### src/rtl/hp_slot_cfg.svh
// constants for the hot plug slot controller: offsets, field positions,
// reset values and serial timing counts.
// assumes a 40 MHz bridge clock; included by bare name, definitions only.
`ifndef HP_SLOT_CFG_SVH
`define HP_SLOT_CFG_SVH

// ----------------------------------------------------------------
// timing
// ----------------------------------------------------------------
`define HP_SCLK_KHZ      8330
`define HP_CLK_PERIOD_NS 25

// ----------------------------------------------------------------
// inbound frame layout
// ----------------------------------------------------------------
`define HP_IN_LEN        6'd34
`define HP_IN_START      6'd1
`define HP_IN_CHAN0      6'd2
`define HP_IN_CHAN1      6'd3
`define HP_IN_BASE       5
`define HP_SLOT_STRIDE   8
`define HP_IB_PRSNT2     3
`define HP_IB_PRSNT1     4
`define HP_IB_M66        0
`define HP_IB_PCIX       1

// ----------------------------------------------------------------
// outbound frame layout, per-slot field positions
// ----------------------------------------------------------------
`define HP_OUT_LEN       5'd30
`define HP_OB_PWR        0
`define HP_OB_CLKEN      1
`define HP_OB_BUSEN      2
`define HP_OB_RSTN       3
`define HP_OB_PWRLED     4
`define HP_OB_FIELDS     6
`define HP_SLOTS         4

// ----------------------------------------------------------------
// reset values
// ----------------------------------------------------------------
`define HP_M66_OE_RST    2'b11
`define HP_HOLD_LOW_RST  2'b11

`endif

### src/rtl/hp_slot_pkg.sv
// types shared by the hot plug slot controller files.
// assumes nothing of its surroundings.
package hp_slot_pkg;

	// ------------------------------------------------------------
	// slot commands, one per bridge command port
	// ------------------------------------------------------------
	typedef enum logic [2:0] {
		CMD_NONE,
		CMD_POWER_ONLY,
		CMD_SLOT_ENABLE,
		CMD_SLOT_DISABLE,
		CMD_SET_SPEED
	} cmd_e;

	// ------------------------------------------------------------
	// outbound shifter states
	// ------------------------------------------------------------
	typedef enum logic [1:0] {
		OUT_IDLE,
		OUT_SHIFT,
		OUT_STROBE
	} out_state_e;

endpackage : hp_slot_pkg

### src/rtl/hp_sync2.sv
// two-flop synchroniser for a group of independent pin levels.
// assumes each bit is a slow level; no bus coherence is given.
`timescale 1ns/100ps
module hp_sync2 #(
	parameter int W = 1
) (
	// clock
	input  wire logic         clk,
	// pins and synchronised copies
	input  wire logic [W-1:0] pin,
	output logic      [W-1:0] level
);
	typedef struct packed {
		logic [W-1:0] s1;
		logic [W-1:0] s2;
	} sync_s;

	sync_s st;
	sync_s next_st;

	// first stage feeds only the second stage
	always_comb begin
		next_st.s1 = pin;
		next_st.s2 = st.s1;
	end

	always_ff @(posedge clk) begin
		st <= next_st;
	end

	assign level = st.s2;

endmodule : hp_sync2

### src/rtl/hp_tick_div.sv
// divider giving a one-cycle enable pulse every HALF clock cycles.
// assumes a synchronous active-high reset on the same clock.
`timescale 1ns/100ps
module hp_tick_div #(
	parameter int HALF = 3
) (
	// clock and reset
	input  wire logic clk,
	input  wire logic rst,
	// half-period enable
	output logic      tick
);
	typedef struct packed {
		logic [7:0] cnt;
		logic       tick;
	} div_s;

	div_s st;
	div_s next_st;

	// count down, pulse on wrap
	always_comb begin
		next_st = st;
		next_st.tick = 1'b0;
		if (rst) begin
			next_st = '0;
		end else if (st.cnt == 8'h00) begin
			next_st.cnt = 8'(HALF - 1);
			next_st.tick = 1'b1;
		end else begin
			next_st.cnt = st.cnt - 8'h01;
		end
	end

	always_ff @(posedge clk) begin
		st <= next_st;
	end

	assign tick = st.tick;

endmodule : hp_tick_div

### src/rtl/hp_slot_ctrl.sv
// hot plug slot control for two bridges sharing one serial link to
// the external dual-slot power controllers.
// assumes command ports and bus reset come from logic on clk; serial
// input data and straps are pins and are synchronised here.
`timescale 1ns/100ps
`include "hp_slot_cfg.svh"
module hp_slot_ctrl (
	// clock and reset
	input  wire logic                clk,
	input  wire logic                rst,
	// shared serial pins, strap inputs during reset
	input  wire logic                hp_serial_out_data_in,
	output logic                     hp_serial_out_data,
	output logic                     hp_serial_out_data_oe,
	input  wire logic                hp_serial_in_load_n_in,
	output logic                     hp_serial_in_load_n,
	output logic                     hp_serial_in_load_n_oe,
	input  wire logic                hp_serial_in_clock_in,
	output logic                     hp_serial_in_clock,
	output logic                     hp_serial_in_clock_oe,
	output logic                     hp_serial_out_clock,
	input  wire logic                bridge_b_grant2_strap,
	// per-bridge serial pins, index 0 bridge a, 1 bridge b
	input  wire logic [1:0]          hp_serial_in_data,
	output logic      [1:0]          output_latch_strobe,
	output logic      [1:0]          slot_reset_latch_strobe,
	input  wire logic [1:0]          sec_bus_reset,
	output logic      [1:0]          slot_reset_latch_clear_n,
	// command ports
	input  wire logic [1:0]          cmd_valid,
	input  hp_slot_pkg::cmd_e [1:0]  cmd_code,
	input  wire logic [1:0][1:0]     cmd_slot,
	input  wire logic [1:0]          cmd_mode_33,
	output logic      [1:0]          cmd_busy,
	// 66 MHz enable pins, open drain
	output logic      [1:0]          m66en_out,
	output logic      [1:0]          m66en_oe,
	// single-slot isolation controls
	output logic      [1:0]          slot_signals_hold_low,
	output logic      [1:0]          slot_bus_drive_en,
	// configuration and slot status
	output logic      [1:0]          hp_enabled,
	output logic      [1:0]          single_slot_strap_status_n,
	output logic      [1:0][3:0]     slot_prsnt1_n,
	output logic      [1:0][3:0]     slot_prsnt2_n,
	output logic      [1:0][3:0]     slot_66mhz_capability,
	output logic      [1:0][3:0][1:0] slot_pcix_capability,
	output logic      [1:0]          status_update
);
	import hp_slot_pkg::*;

	// ------------------------------------------------------------
	// timing
	// ------------------------------------------------------------
	// half period rounded up so the link never runs above its rate
	localparam int SCLK_DEN = 2 * `HP_SCLK_KHZ * `HP_CLK_PERIOD_NS;
	localparam int HALF_CYC = (1000000 + SCLK_DEN - 1) / SCLK_DEN;

	// ------------------------------------------------------------
	// state
	// ------------------------------------------------------------
	typedef struct packed {
		logic [1:0]            strap_hp;
		logic [1:0]            strap_ss_n;
		logic                  pins_oe;
		logic                  sclk;
		logic [5:0]            in_cnt;
		logic                  in_chan;
		logic                  load_n;
		logic [1:0][33:0]      in_buf;
		logic [1:0][3:0]       prsnt1_n;
		logic [1:0][3:0]       prsnt2_n;
		logic [1:0][3:0]       cap66;
		logic [1:0][3:0][1:0]  pcix;
		logic [1:0]            upd;
		out_state_e            ostate;
		logic                  obr;
		logic [4:0]            ocnt;
		logic                  odat;
		logic [1:0]            strobe;
		logic [1:0]            pending;
		logic [1:0][3:0]       pwr;
		logic [1:0][3:0]       clken;
		logic [1:0][3:0]       busen;
		logic [1:0][3:0]       rstn;
		logic [1:0]            mode33;
		logic [1:0]            m66_oe;
		logic [1:0]            hold_low;
		logic [1:0]            bus_drv;
		logic [1:0]            clr_n;
	} st_s;

	st_s        st;
	st_s        next_st;
	logic       tick;
	logic [5:0] sync_lv;
	logic       fall;

	// ------------------------------------------------------------
	// pin synchronisers and serial clock divider
	// ------------------------------------------------------------
	hp_sync2 #(
		.W (6)
	) u_sync (
		.clk   (clk),
		.pin   ({hp_serial_in_data, bridge_b_grant2_strap,
		         hp_serial_in_clock_in, hp_serial_in_load_n_in,
		         hp_serial_out_data_in}),
		.level (sync_lv)
	);

	hp_tick_div #(
		.HALF (HALF_CYC)
	) u_div (
		.clk  (clk),
		.rst  (rst),
		.tick (tick)
	);

	assign fall = tick & st.sclk;

	// outbound frame bit: slot 3 first, five fields then three spare, only one spare after slot 0
	function automatic logic out_bit(input st_s s, input logic b,
	                                 input logic [4:0] idx);
		logic [1:0] slot;
		logic [2:0] fld;
		logic       v;
		slot = 2'(3 - idx[4:3]);
		fld  = idx[2:0];
		case (fld)
			3'h0:    v = s.pwr[b][slot];
			3'h1:    v = s.clken[b][slot];
			3'h2:    v = s.busen[b][slot];
			3'h3:    v = s.rstn[b][slot];
			3'h4:    v = s.pwr[b][slot];
			default: v = 1'b0;
		endcase
		return v;
	endfunction : out_bit

	// ------------------------------------------------------------
	// next state
	// ------------------------------------------------------------
	always_comb begin
		next_st = st;
		next_st.upd = 2'b00;
		if (rst) begin
			next_st = '0;
			next_st.load_n = 1'b1;
			next_st.m66_oe = `HP_M66_OE_RST;
			next_st.hold_low = `HP_HOLD_LOW_RST;
			next_st.prsnt1_n = '1;
			next_st.prsnt2_n = '1;
			// straps are read while the pins float in reset
			next_st.strap_hp = sync_lv[1:0];
			next_st.strap_ss_n = sync_lv[3:2];
		end else begin
			next_st.pins_oe = 1'b1;
			if (tick) begin
				next_st.sclk = ~st.sclk;
			end

			// inbound: continuous, channels alternate
			if (fall && (st.strap_hp != 2'b00)) begin
				for (int b = 0; b < 2; b++) begin
					if (st.in_cnt >= 6'(`HP_IN_BASE)) begin
						next_st.in_buf[b][st.in_cnt] = sync_lv[4 + b];
					end
				end
				if (st.in_cnt == `HP_IN_LEN - 6'd1) begin
					next_st.in_cnt = 6'd0;
					next_st.in_chan = ~st.in_chan;
					next_st.upd = st.strap_hp;
					// decode the finished block
					for (int b = 0; b < 2; b++) begin
						for (int s = 0; s < `HP_SLOTS; s++) begin
							if (!st.in_chan) begin
								next_st.prsnt2_n[b][s] = next_st.in_buf[b]
								  [`HP_IN_BASE + s*`HP_SLOT_STRIDE
								   + `HP_IB_PRSNT2];
								next_st.prsnt1_n[b][s] = next_st.in_buf[b]
								  [`HP_IN_BASE + s*`HP_SLOT_STRIDE
								   + `HP_IB_PRSNT1];
							end else begin
								next_st.cap66[b][s] = next_st.in_buf[b]
								  [`HP_IN_BASE + s*`HP_SLOT_STRIDE
								   + `HP_IB_M66];
								next_st.pcix[b][s] = next_st.in_buf[b]
								  [`HP_IN_BASE + s*`HP_SLOT_STRIDE
								   + `HP_IB_PCIX +: 2];
							end
						end
					end
				end else begin
					next_st.in_cnt = st.in_cnt + 6'd1;
				end
				// load low marks start and the channel number
				case (next_st.in_cnt)
					`HP_IN_START: next_st.load_n = 1'b0;
					`HP_IN_CHAN0: next_st.load_n = next_st.in_chan;
					`HP_IN_CHAN1: next_st.load_n = 1'b0;
					default:      next_st.load_n = 1'b1;
				endcase
			end

			// commands, one port per bridge; ignored while busy
			for (int b = 0; b < 2; b++) begin
				logic [1:0] sl;
				sl = st.strap_ss_n[b] ? cmd_slot[b] : 2'd0;
				if (cmd_valid[b] && st.strap_hp[b]
				    && !st.pending[b]) begin
					case (cmd_code[b])
						CMD_POWER_ONLY: begin
							next_st.pwr[b][sl] = 1'b1;
							next_st.pending[b] = 1'b1;
						end
						CMD_SLOT_ENABLE: begin
							next_st.pwr[b][sl] = 1'b1;
							next_st.clken[b][sl] = 1'b1;
							next_st.busen[b][sl] = 1'b1;
							next_st.rstn[b][sl] = 1'b1;
							next_st.pending[b] = 1'b1;
						end
						CMD_SLOT_DISABLE: begin
							next_st.pwr[b][sl] = 1'b0;
							next_st.clken[b][sl] = 1'b0;
							next_st.busen[b][sl] = 1'b0;
							next_st.rstn[b][sl] = 1'b0;
							next_st.pending[b] = 1'b1;
						end
						CMD_SET_SPEED: begin
							next_st.mode33[b] = cmd_mode_33[b];
							if (st.strap_ss_n[b]) begin
								next_st.m66_oe[b] = cmd_mode_33[b];
							end
						end
						default: begin
							next_st.pending[b] = st.pending[b];
						end
					endcase
				end
				// secondary reset pulls the slot reset bits low too
				if (sec_bus_reset[b]) begin
					next_st.rstn[b] = 4'h0;
				end
				next_st.clr_n[b] = ~sec_bus_reset[b];
				if (!st.strap_hp[b]) begin
					next_st.m66_oe[b] = 1'b0;
					next_st.hold_low[b] = 1'b0;
				end
				// single slot: pin floats while the slot is off, so the
				// card's own level can be seen; frame end overrides this
				if (!st.strap_ss_n[b] && !st.bus_drv[b]) begin
					next_st.m66_oe[b] = 1'b0;
				end
			end

			// outbound shifter, shared, bridge a served first
			case (st.ostate)
				OUT_IDLE: begin
					if (fall && (st.pending != 2'b00)) begin
						next_st.obr = ~st.pending[0];
						next_st.odat = out_bit(st, ~st.pending[0], 5'd0);
						next_st.ocnt = 5'd1;
						next_st.ostate = OUT_SHIFT;
					end
				end
				OUT_SHIFT: begin
					if (fall) begin
						if (st.ocnt == `HP_OUT_LEN) begin
							next_st.odat = 1'b0;
							next_st.strobe[st.obr] = 1'b1;
							next_st.ostate = OUT_STROBE;
						end else begin
							next_st.odat = out_bit(st, st.obr, st.ocnt);
							next_st.ocnt = st.ocnt + 5'd1;
						end
					end
				end
				OUT_STROBE: begin
					if (fall) begin
						next_st.strobe = 2'b00;
						next_st.pending[st.obr] = 1'b0;
						next_st.ostate = OUT_IDLE;
						// single slot: device is the bus isolation
						if (!st.strap_ss_n[st.obr]) begin
							next_st.hold_low[st.obr] =
							  ~st.pwr[st.obr][0];
							next_st.bus_drv[st.obr] =
							  st.busen[st.obr][0];
							// pin floats until enable, low with clken in 33 MHz mode
							next_st.m66_oe[st.obr] = st.mode33[st.obr]
							  & st.clken[st.obr][0];
						end
					end
				end
				default: begin
					next_st.ostate = OUT_IDLE;
				end
			endcase
		end
	end

	// ------------------------------------------------------------
	// state register
	// ------------------------------------------------------------
	always_ff @(posedge clk) begin
		st <= next_st;
	end

	// ------------------------------------------------------------
	// outputs, all straight from the state register except m66en_out, tied low
	// ------------------------------------------------------------
	// own capability pins are never sampled here
	assign hp_serial_out_data         = st.odat;
	assign hp_serial_out_data_oe      = st.pins_oe;
	assign hp_serial_in_load_n        = st.load_n;
	assign hp_serial_in_load_n_oe     = st.pins_oe;
	assign hp_serial_in_clock         = st.sclk;
	assign hp_serial_in_clock_oe      = st.pins_oe;
	assign hp_serial_out_clock        = st.sclk;
	assign output_latch_strobe        = st.strobe;
	assign slot_reset_latch_strobe    = st.strobe;
	assign slot_reset_latch_clear_n   = st.clr_n;
	assign cmd_busy                   = st.pending;
	assign m66en_out                  = 2'b00;
	assign m66en_oe                   = st.m66_oe;
	assign slot_signals_hold_low      = st.hold_low;
	assign slot_bus_drive_en          = st.bus_drv;
	assign hp_enabled                 = st.strap_hp;
	assign single_slot_strap_status_n = st.strap_ss_n;
	assign slot_prsnt1_n              = st.prsnt1_n;
	assign slot_prsnt2_n              = st.prsnt2_n;
	assign slot_66mhz_capability      = st.cap66;
	assign slot_pcix_capability       = st.pcix;
	assign status_update              = st.upd;

endmodule : hp_slot_ctrl

### config.mk
export PLATFORM = sky130hd
export DESIGN_NAME = hp_slot_ctrl
export DESIGN_NICKNAME = d
export VERILOG_FILES = /design/src/rtl/hp_slot_pkg.sv /design/src/rtl/hp_sync2.sv /design/src/rtl/hp_tick_div.sv /design/src/rtl/hp_slot_ctrl.sv
export VERILOG_INCLUDE_DIRS = /design/src /design/src/rtl
export SDC_FILE = /design/constraint.sdc
export NUM_CORES = 1
export LEC_CHECK = 0
export ABC_AREA = 1
export BUFFER_PORTS_ARGS = -buffer_cell sky130_fd_sc_hd__buf_2
export CORE_MARGIN = 2
export CORE_UTILIZATION = 55
export CTS_BUF_LIST = sky130_fd_sc_hd__clkbuf_2 sky130_fd_sc_hd__clkbuf_4 sky130_fd_sc_hd__clkbuf_8
export CTS_CLUSTER_DIAMETER = 100
export DETAILED_ROUTE_END_ITERATION = 8
export PLACE_DENSITY = 0.76
export SLEW_MARGIN = 10
export SYNTH_ARGS = -nofsm -noshare
export SYNTH_HDL_FRONTEND = slang
export SYNTH_SLANG_ARGS = --single-unit
### constraint.sdc
create_clock -name clk -period 4 [get_ports clk]
set_input_delay 0.8 -clock clk [delete_from_list [all_inputs] [get_ports clk]]
set_output_delay 0.8 -clock clk [all_outputs]
set_load 0.01 [all_outputs]
## Yosys cells after proc, flatten, opt, wreduce, memory -nomap -nowiden

Cells that the tools add are included.

| operators by class | value |
|---|---|
| add/subtract/negate cells | 4 |
| equal/unequal tests | 24 |
| reduce and logical (&&, ||, !) cells | 54 |
| bitwise gates (word level) | 32 |
| muxes and demuxes | 144 |
| $lt $le $gt $ge | 11 |

Operators by type and width:

| cell | number |
|---|---|
| 2-to-1 mux 175 bit | 1 |
| 2-to-1 mux 118 bit | 1 |
| 2-to-1 mux 4 bit | 21 |
| bitwise mux 34 bit | 2 |
| 2-to-1 mux 34 bit | 2 |
| 2-to-1 mux 1 bit | 67 |
| one-hot mux 4 bit (2 select lines) | 8 |
| 2-to-1 mux 42 bit | 1 |
| 2-to-1 mux 6 bit | 6 |
| bitwise AND 4 bit | 8 |
| 2-to-1 mux 2 bit | 16 |
| OR 4 bit | 8 |
| == test 3 x 2 -> 1 bit (second input constant) | 6 |
| AND reduction 2 bit | 8 |
| nonzero test 2 bit | 8 |
| OR reduction 2 bit | 7 |
| == test 6 x 2 -> 1 bit (second input constant) | 2 |
| logical AND 1 bit | 12 |
| one-hot mux 6 bit (2 select lines) | 1 |
| AND reduction 3 bit | 4 |
| AND reduction 4 bit | 3 |
| inequality test 2 bit (second input constant) | 5 |
| == test 3 x 1 -> 1 bit (second input constant) | 3 |
| == test 3 bit (second input constant) | 3 |
| 39 further kinds | 66 |

| storage, ports and cells | value |
|---|---|
| output and inout bits | 69 |
| register bits after elaboration | 200 |

## Logic depth before layout (Yosys ltp)

| logic depth | value |
|---|---|
| depth after elaboration | 11 |
| gate-level depth with buffers | 11 |
| gate-level depth less buffers | 10 |

## Cells and area by module

Synthesis repeated with hierarchy kept, for this count alone.

| second synthesis, totals | value |
|---|---|
| cells, all modules | 1052 |
| area, all modules | 7751.2 um^2 |

Modules (own cells, without submodules):

| module | area each (um^2) | instances | seq. area each (um^2) | cells an instance |
|---|---|---|---|---|
| hp_slot_ctrl | 7094.3 | 1 | 2902.8 | 987 |
| hp_tick_div | 416.6 | 1 | 180.2 | 53 |
| hp_sync2 | 240.2 | 1 | 240.2 | 12 |

## Worst setup path before layout

No wires, ideal clock.

| path | value |
|---|---|
| path kind | input-to-reg |
| start point | in cmd_valid[1] |
| end point | reg with a tool-made name |
| stages on the path | 5 |
| data required time | 3880 ps |
| arrival | 1769 ps |
| setup slack | 2111 ps |
| setup time | 120 ps |
| cells stage by stage | nand2_1 > nor4_1 > nand2_1 > o21ai_0 > a21oi_1 |

RTL lines:

| element | line | source |
|---|---|---|
| start: declaration | hp_slot_ctrl.sv:30 | `input wire logic [1:0] cmd_valid,` |

## Final worst setup path

| path | value |
|---|---|
| start point | reg st[172] in the netlist's numbering |
| end point | reg st, in the netlist slot_pcix_capability[3] |

| on the way | value |
|---|---|
| longest elaborated chain between the ends | 6 |
| elaborated cells between the ends (all ways) | 10 |

RTL lines:

| element | line | source |
|---|---|---|
| start: declaration | hp_slot_ctrl.sv:93 | `st_s st;` |
| start signal: assignment | hp_slot_ctrl.sv:308 | `st <= next_st;` |
| < comparator 6 x 7 -> 1 bit (implied by the code) / greater-or-equal comparator 6 x 1 -> 1 bit (equally long branches) | hp_slot_ctrl.sv:167 | `next_st.in_buf[b][st.in_cnt] = sync_lv[4 + b];` |
| logical AND 1 bit (implied by the code) | hp_slot_ctrl.sv:167 |  |
| 2-to-1 mux 1 bit (implied by the code) | hp_slot_ctrl.sv:167 |  |
| demux 1 bit (select 6 bit) | hp_slot_ctrl.sv:167 |  |
| bitwise mux 34 bit | hp_slot_ctrl.sv:167 |  |
| 2-to-1 mux 34 bit | hp_slot_ctrl.sv:166 | `` if (st.in_cnt >= 6'(`HP_IN_BASE)) begin `` |

Several ways; a longest one is shown, not always the timed one.
A chain may end at the register's enable or synchronous reset.

==> results.cfg <==
[outcome]
status = complete, no violations

[floorplanning]
die_height_um = 120.8
die_width_um = 120.8
initial_core_util_pct = 56.41
rows = 42
core_area_sq_mm = 0.01330
die_area_sq_mm = 0.01459
ios = 93

[logic_synthesis]
avgSynthCellArea_sq_um = 7.143
synth.distinct_cells = 34
syn_area_sq_mm = 0.007500
async_flop_share_pct = 0
synthCells = 1050
ys.flop_type = dfxtp_1
synth-edff-count = 4
ys_seq_elements = 164
seq_area_frac_synth_pct = 44.31
ys_warn_count = 0

[timing]
hold_viol = 0
rsz0062_at_grt = false
tightest_slew_ns = 1.050
slew_headroom_pct = 29.43
min_period_ns = 2.468
tns_ns = 0
fmax_mhz = 405.1
clock_skew_ns = 0.009839
slew_viol_final = 0
finalSetupViolCount = 0
finalCritPeriodShare_pct = 61.71

[clocking]
post_cts_resized = 0
cts_hold_buf = 0
cts_buffers = 17
clock_latency_ns = 0.46
cts_tree = built
cts_htree_levels = 4
cts_buffer_depth = 2
root_buffer = clkbuf_8
post-cts-setup-buffers = 0
clock-sinks = 164
clkTransAtPathRegs_ns = 0.08

[placement]
gp_congestion = 0.8950
dpl-instance-area_sq_mm = 0.007579
place_inst = 1218
portBuffers = 90
hpwl_um = 10830

[global_route]
grt_pass1_wl_um = 26410
antenna_found_initial = 0
grt_overflow_total = 0
grt_max_degree = 76
grt.total_usage_pct = 22.51
grt_pass1_vias = 5647

[setup_path]
start_kind = flip-flop
cp_slowest_cell = dfxtp_1
critPathRequiredTime_ns = 4.36
crit_top_cell = inv_2
crit_arrival_ns = 2.82
path_max_fanout = 28
r2r_slack_ns = 1.53
r2r_end = slot_pcix_capability[3]
reg2reg_depth = 8
r2r_start = st[172]
crit_path_cell_trace = inv_2 > nor3_4 > nand3_1 > nor2_2 > nand2_2 > inv_2 > a21oi_1 > o21a_1
critPathLaunch = st[172]
slowest_delay_ns = 0.45
endpoint_kind = flip-flop
worstSetupPathType = flip-flop to flip-flop
worstSetupEndpoint = slot_pcix_capability[3]

[routing]
drt_wl_total_um = 15800
drt_iter0_drc = 472
wire_per_inst_um = 12.65
antenna_left = 0
firstDrtPassIters = 5
via_count = 6344
drcViolationCount = 0
vias_per_cell = 5.079

[power_and_ir_drop]
p_per_area_mw_per_mm2 = 413.9
p_int_mw = 2.426
combinationalPowerShare_pct = 11.4
seq_power_share_pct = 53.7
net-switching-power_uw = 865.5
clkPwrFrac_pct = 34.9
leakagePower_nw = 3.592
ir_drop_uv = 243.5
swShare_pct = 26.30

[final_layout]
drive_gt1_share_pct = 12.67
antenna_cells = 0
post-route-util_pct = 59.82
area_growth_pct = 6.039
instances_no_fill = 1249
stdcell_area_sq_mm = 0.007953
final_nets = 1097

[job]
maxCapViolations = 0

[min_path]
hold_class = flip-flop to flip-flop
[worst max-delay path: cells and delay by family (launching register included)]
kind | cells | cell delay [ns]
flops | 1 | 0.45
buf+inv | 2 | 0.51
compound gates | 2 | 0.26
simple gates | 4 | 1.13
[stage by stage]
| stage | setup WS [ns] | hold slack (ns) | total power, mW |
|---|---|---|---|
| 6_report | 1.532 | 0.3297 | 3.291 |
| 5_1_grt | 1.268 | 0.3366 | 3.459 |
| 4_1_cts | 1.548 | 0.3327 | 3.317 |
| 3_5_place_dp | 1.561 | 0.3146 | 2.182 |
| 3_3_place_gp | 1.662 | 0.3110 | 2.169 |
| 2_1_floorplan | 2.111 | 0.3096 | 2.091 |
[power by group through the flow]
stage          clock network, mW  registers [mW]  logic [mW]
4_1_cts                     1.17            1.77       0.377
6_report                    1.15            1.77       0.375
5_1_grt                     1.25            1.78       0.432
3_3_place_gp                   0            1.80       0.364
3_5_place_dp                   0            1.81       0.376
2_1_floorplan                  0            1.80       0.296
[synthesized netlist by cell type, types with 2 or more instances]
| cell type | count | area share (%) |
|---|---|---|
| nand2_1 | 212 | 11 |
| dfxtp_1 | 160 | 43 |
| nor2_1 | 148 | 7.4 |
| o21ai_0 | 119 | 7.9 |
| inv_1 | 104 | 5.2 |
| a21oi_1 | 69 | 4.6 |
| buf_4 | 65 | 6.5 |
| nand3_1 | 55 | 3.7 |
| clkbuf_1 | 25 | 1.3 |
| ha_1 | 12 | 2.0 |
| nor3_1 | 9 | 0.60 |
| buf_2 | 8 | 0.53 |
| nand4_1 | 7 | 0.58 |
| o211ai_1 | 7 | 0.70 |
| buf_1 | 6 | 0.30 |
| a211oi_1 | 5 | 0.50 |
| o21ai_1 | 5 | 0.33 |
| o31ai_1 | 5 | 0.50 |
| edfxtp_1 | 4 | 1.6 |
| o21a_1 | 3 | 0.30 |
| inv_2 | 2 | 0.10 |
| nand3b_1 | 2 | 0.20 |
| nor3_2 | 2 | 0.27 |
| nor3b_1 | 2 | 0.20 |
| nor4_1 | 2 | 0.17 |
| or2_2 | 2 | 0.17 |
| xnor2_1 | 2 | 0.23 |
| xor2_1 | 2 | 0.23 |
[cell usage in the layout (no fill, tap or decap), types with 9 or more instances in the layout]
cell type	n
nand2_1	212
buf_2	90
o21ai_0	119
a21oi_1	68
nor3_1	9
nor2_1	148
inv_1	104
nand3_1	55
clkbuf_8	17
dfxtp_1	160
ha_1	12
[cell families (layout without fill, tap and decap cells)]
kind of cell | after synthesis | count (layout) | synth area share, %
simple gates | 444 | 444 | 24.26
compound gates | 214 | 214 | 14.97
buf+inv | 211 | 233 | 13.95
flops | 164 | 164 | 44.31
fa+ha+maj | 12 | 12 | 2.002
xor+xnor | 4 | 4 | 0.4672
other cells | 1 | 2 | 0.05000
[worst min path at each step]
stage,startpoint,endpoint,slack (ns),cells after the start
6_report,u_sync.next_st[3],u_sync.level[3],0.33,0
5_1_grt,u_sync.next_st[3],u_sync.level[3],0.34,0
4_1_cts,u_sync.next_st[3],u_sync.level[3],0.33,0
3_5_place_dp,u_sync.next_st[0],u_sync.level[0],0.31,0
3_3_place_gp,u_sync.next_st[1],u_sync.level[1],0.31,0
2_1_floorplan,u_sync.next_st[0],u_sync.level[0],0.31,0
[final cells by class]
type / instances / area, sq um
repair buffers: 95 / 488.0
fillers: 1240 / 5343
clock inverters: 10 / 110.1
well taps: 176 / 220.2
inverters: 107 / 401.6
multi-input cells: 676 / 3146
flip-flops and latches: 164 / 3323
clock buffers: 21 / 264.0
[metal layers]
metal / vias up / track usage, % / part of all wire (%)
li1: 3324 / - / -
met1: 2816 / 31.91 / 50
met2: 177 / 33.62 / 42
met3: 27 / 5.330 / 6.3
met4: 0 / 7.631 / 1.7
met5: - / 0 / 0
(Power assumes the default switching activity.)
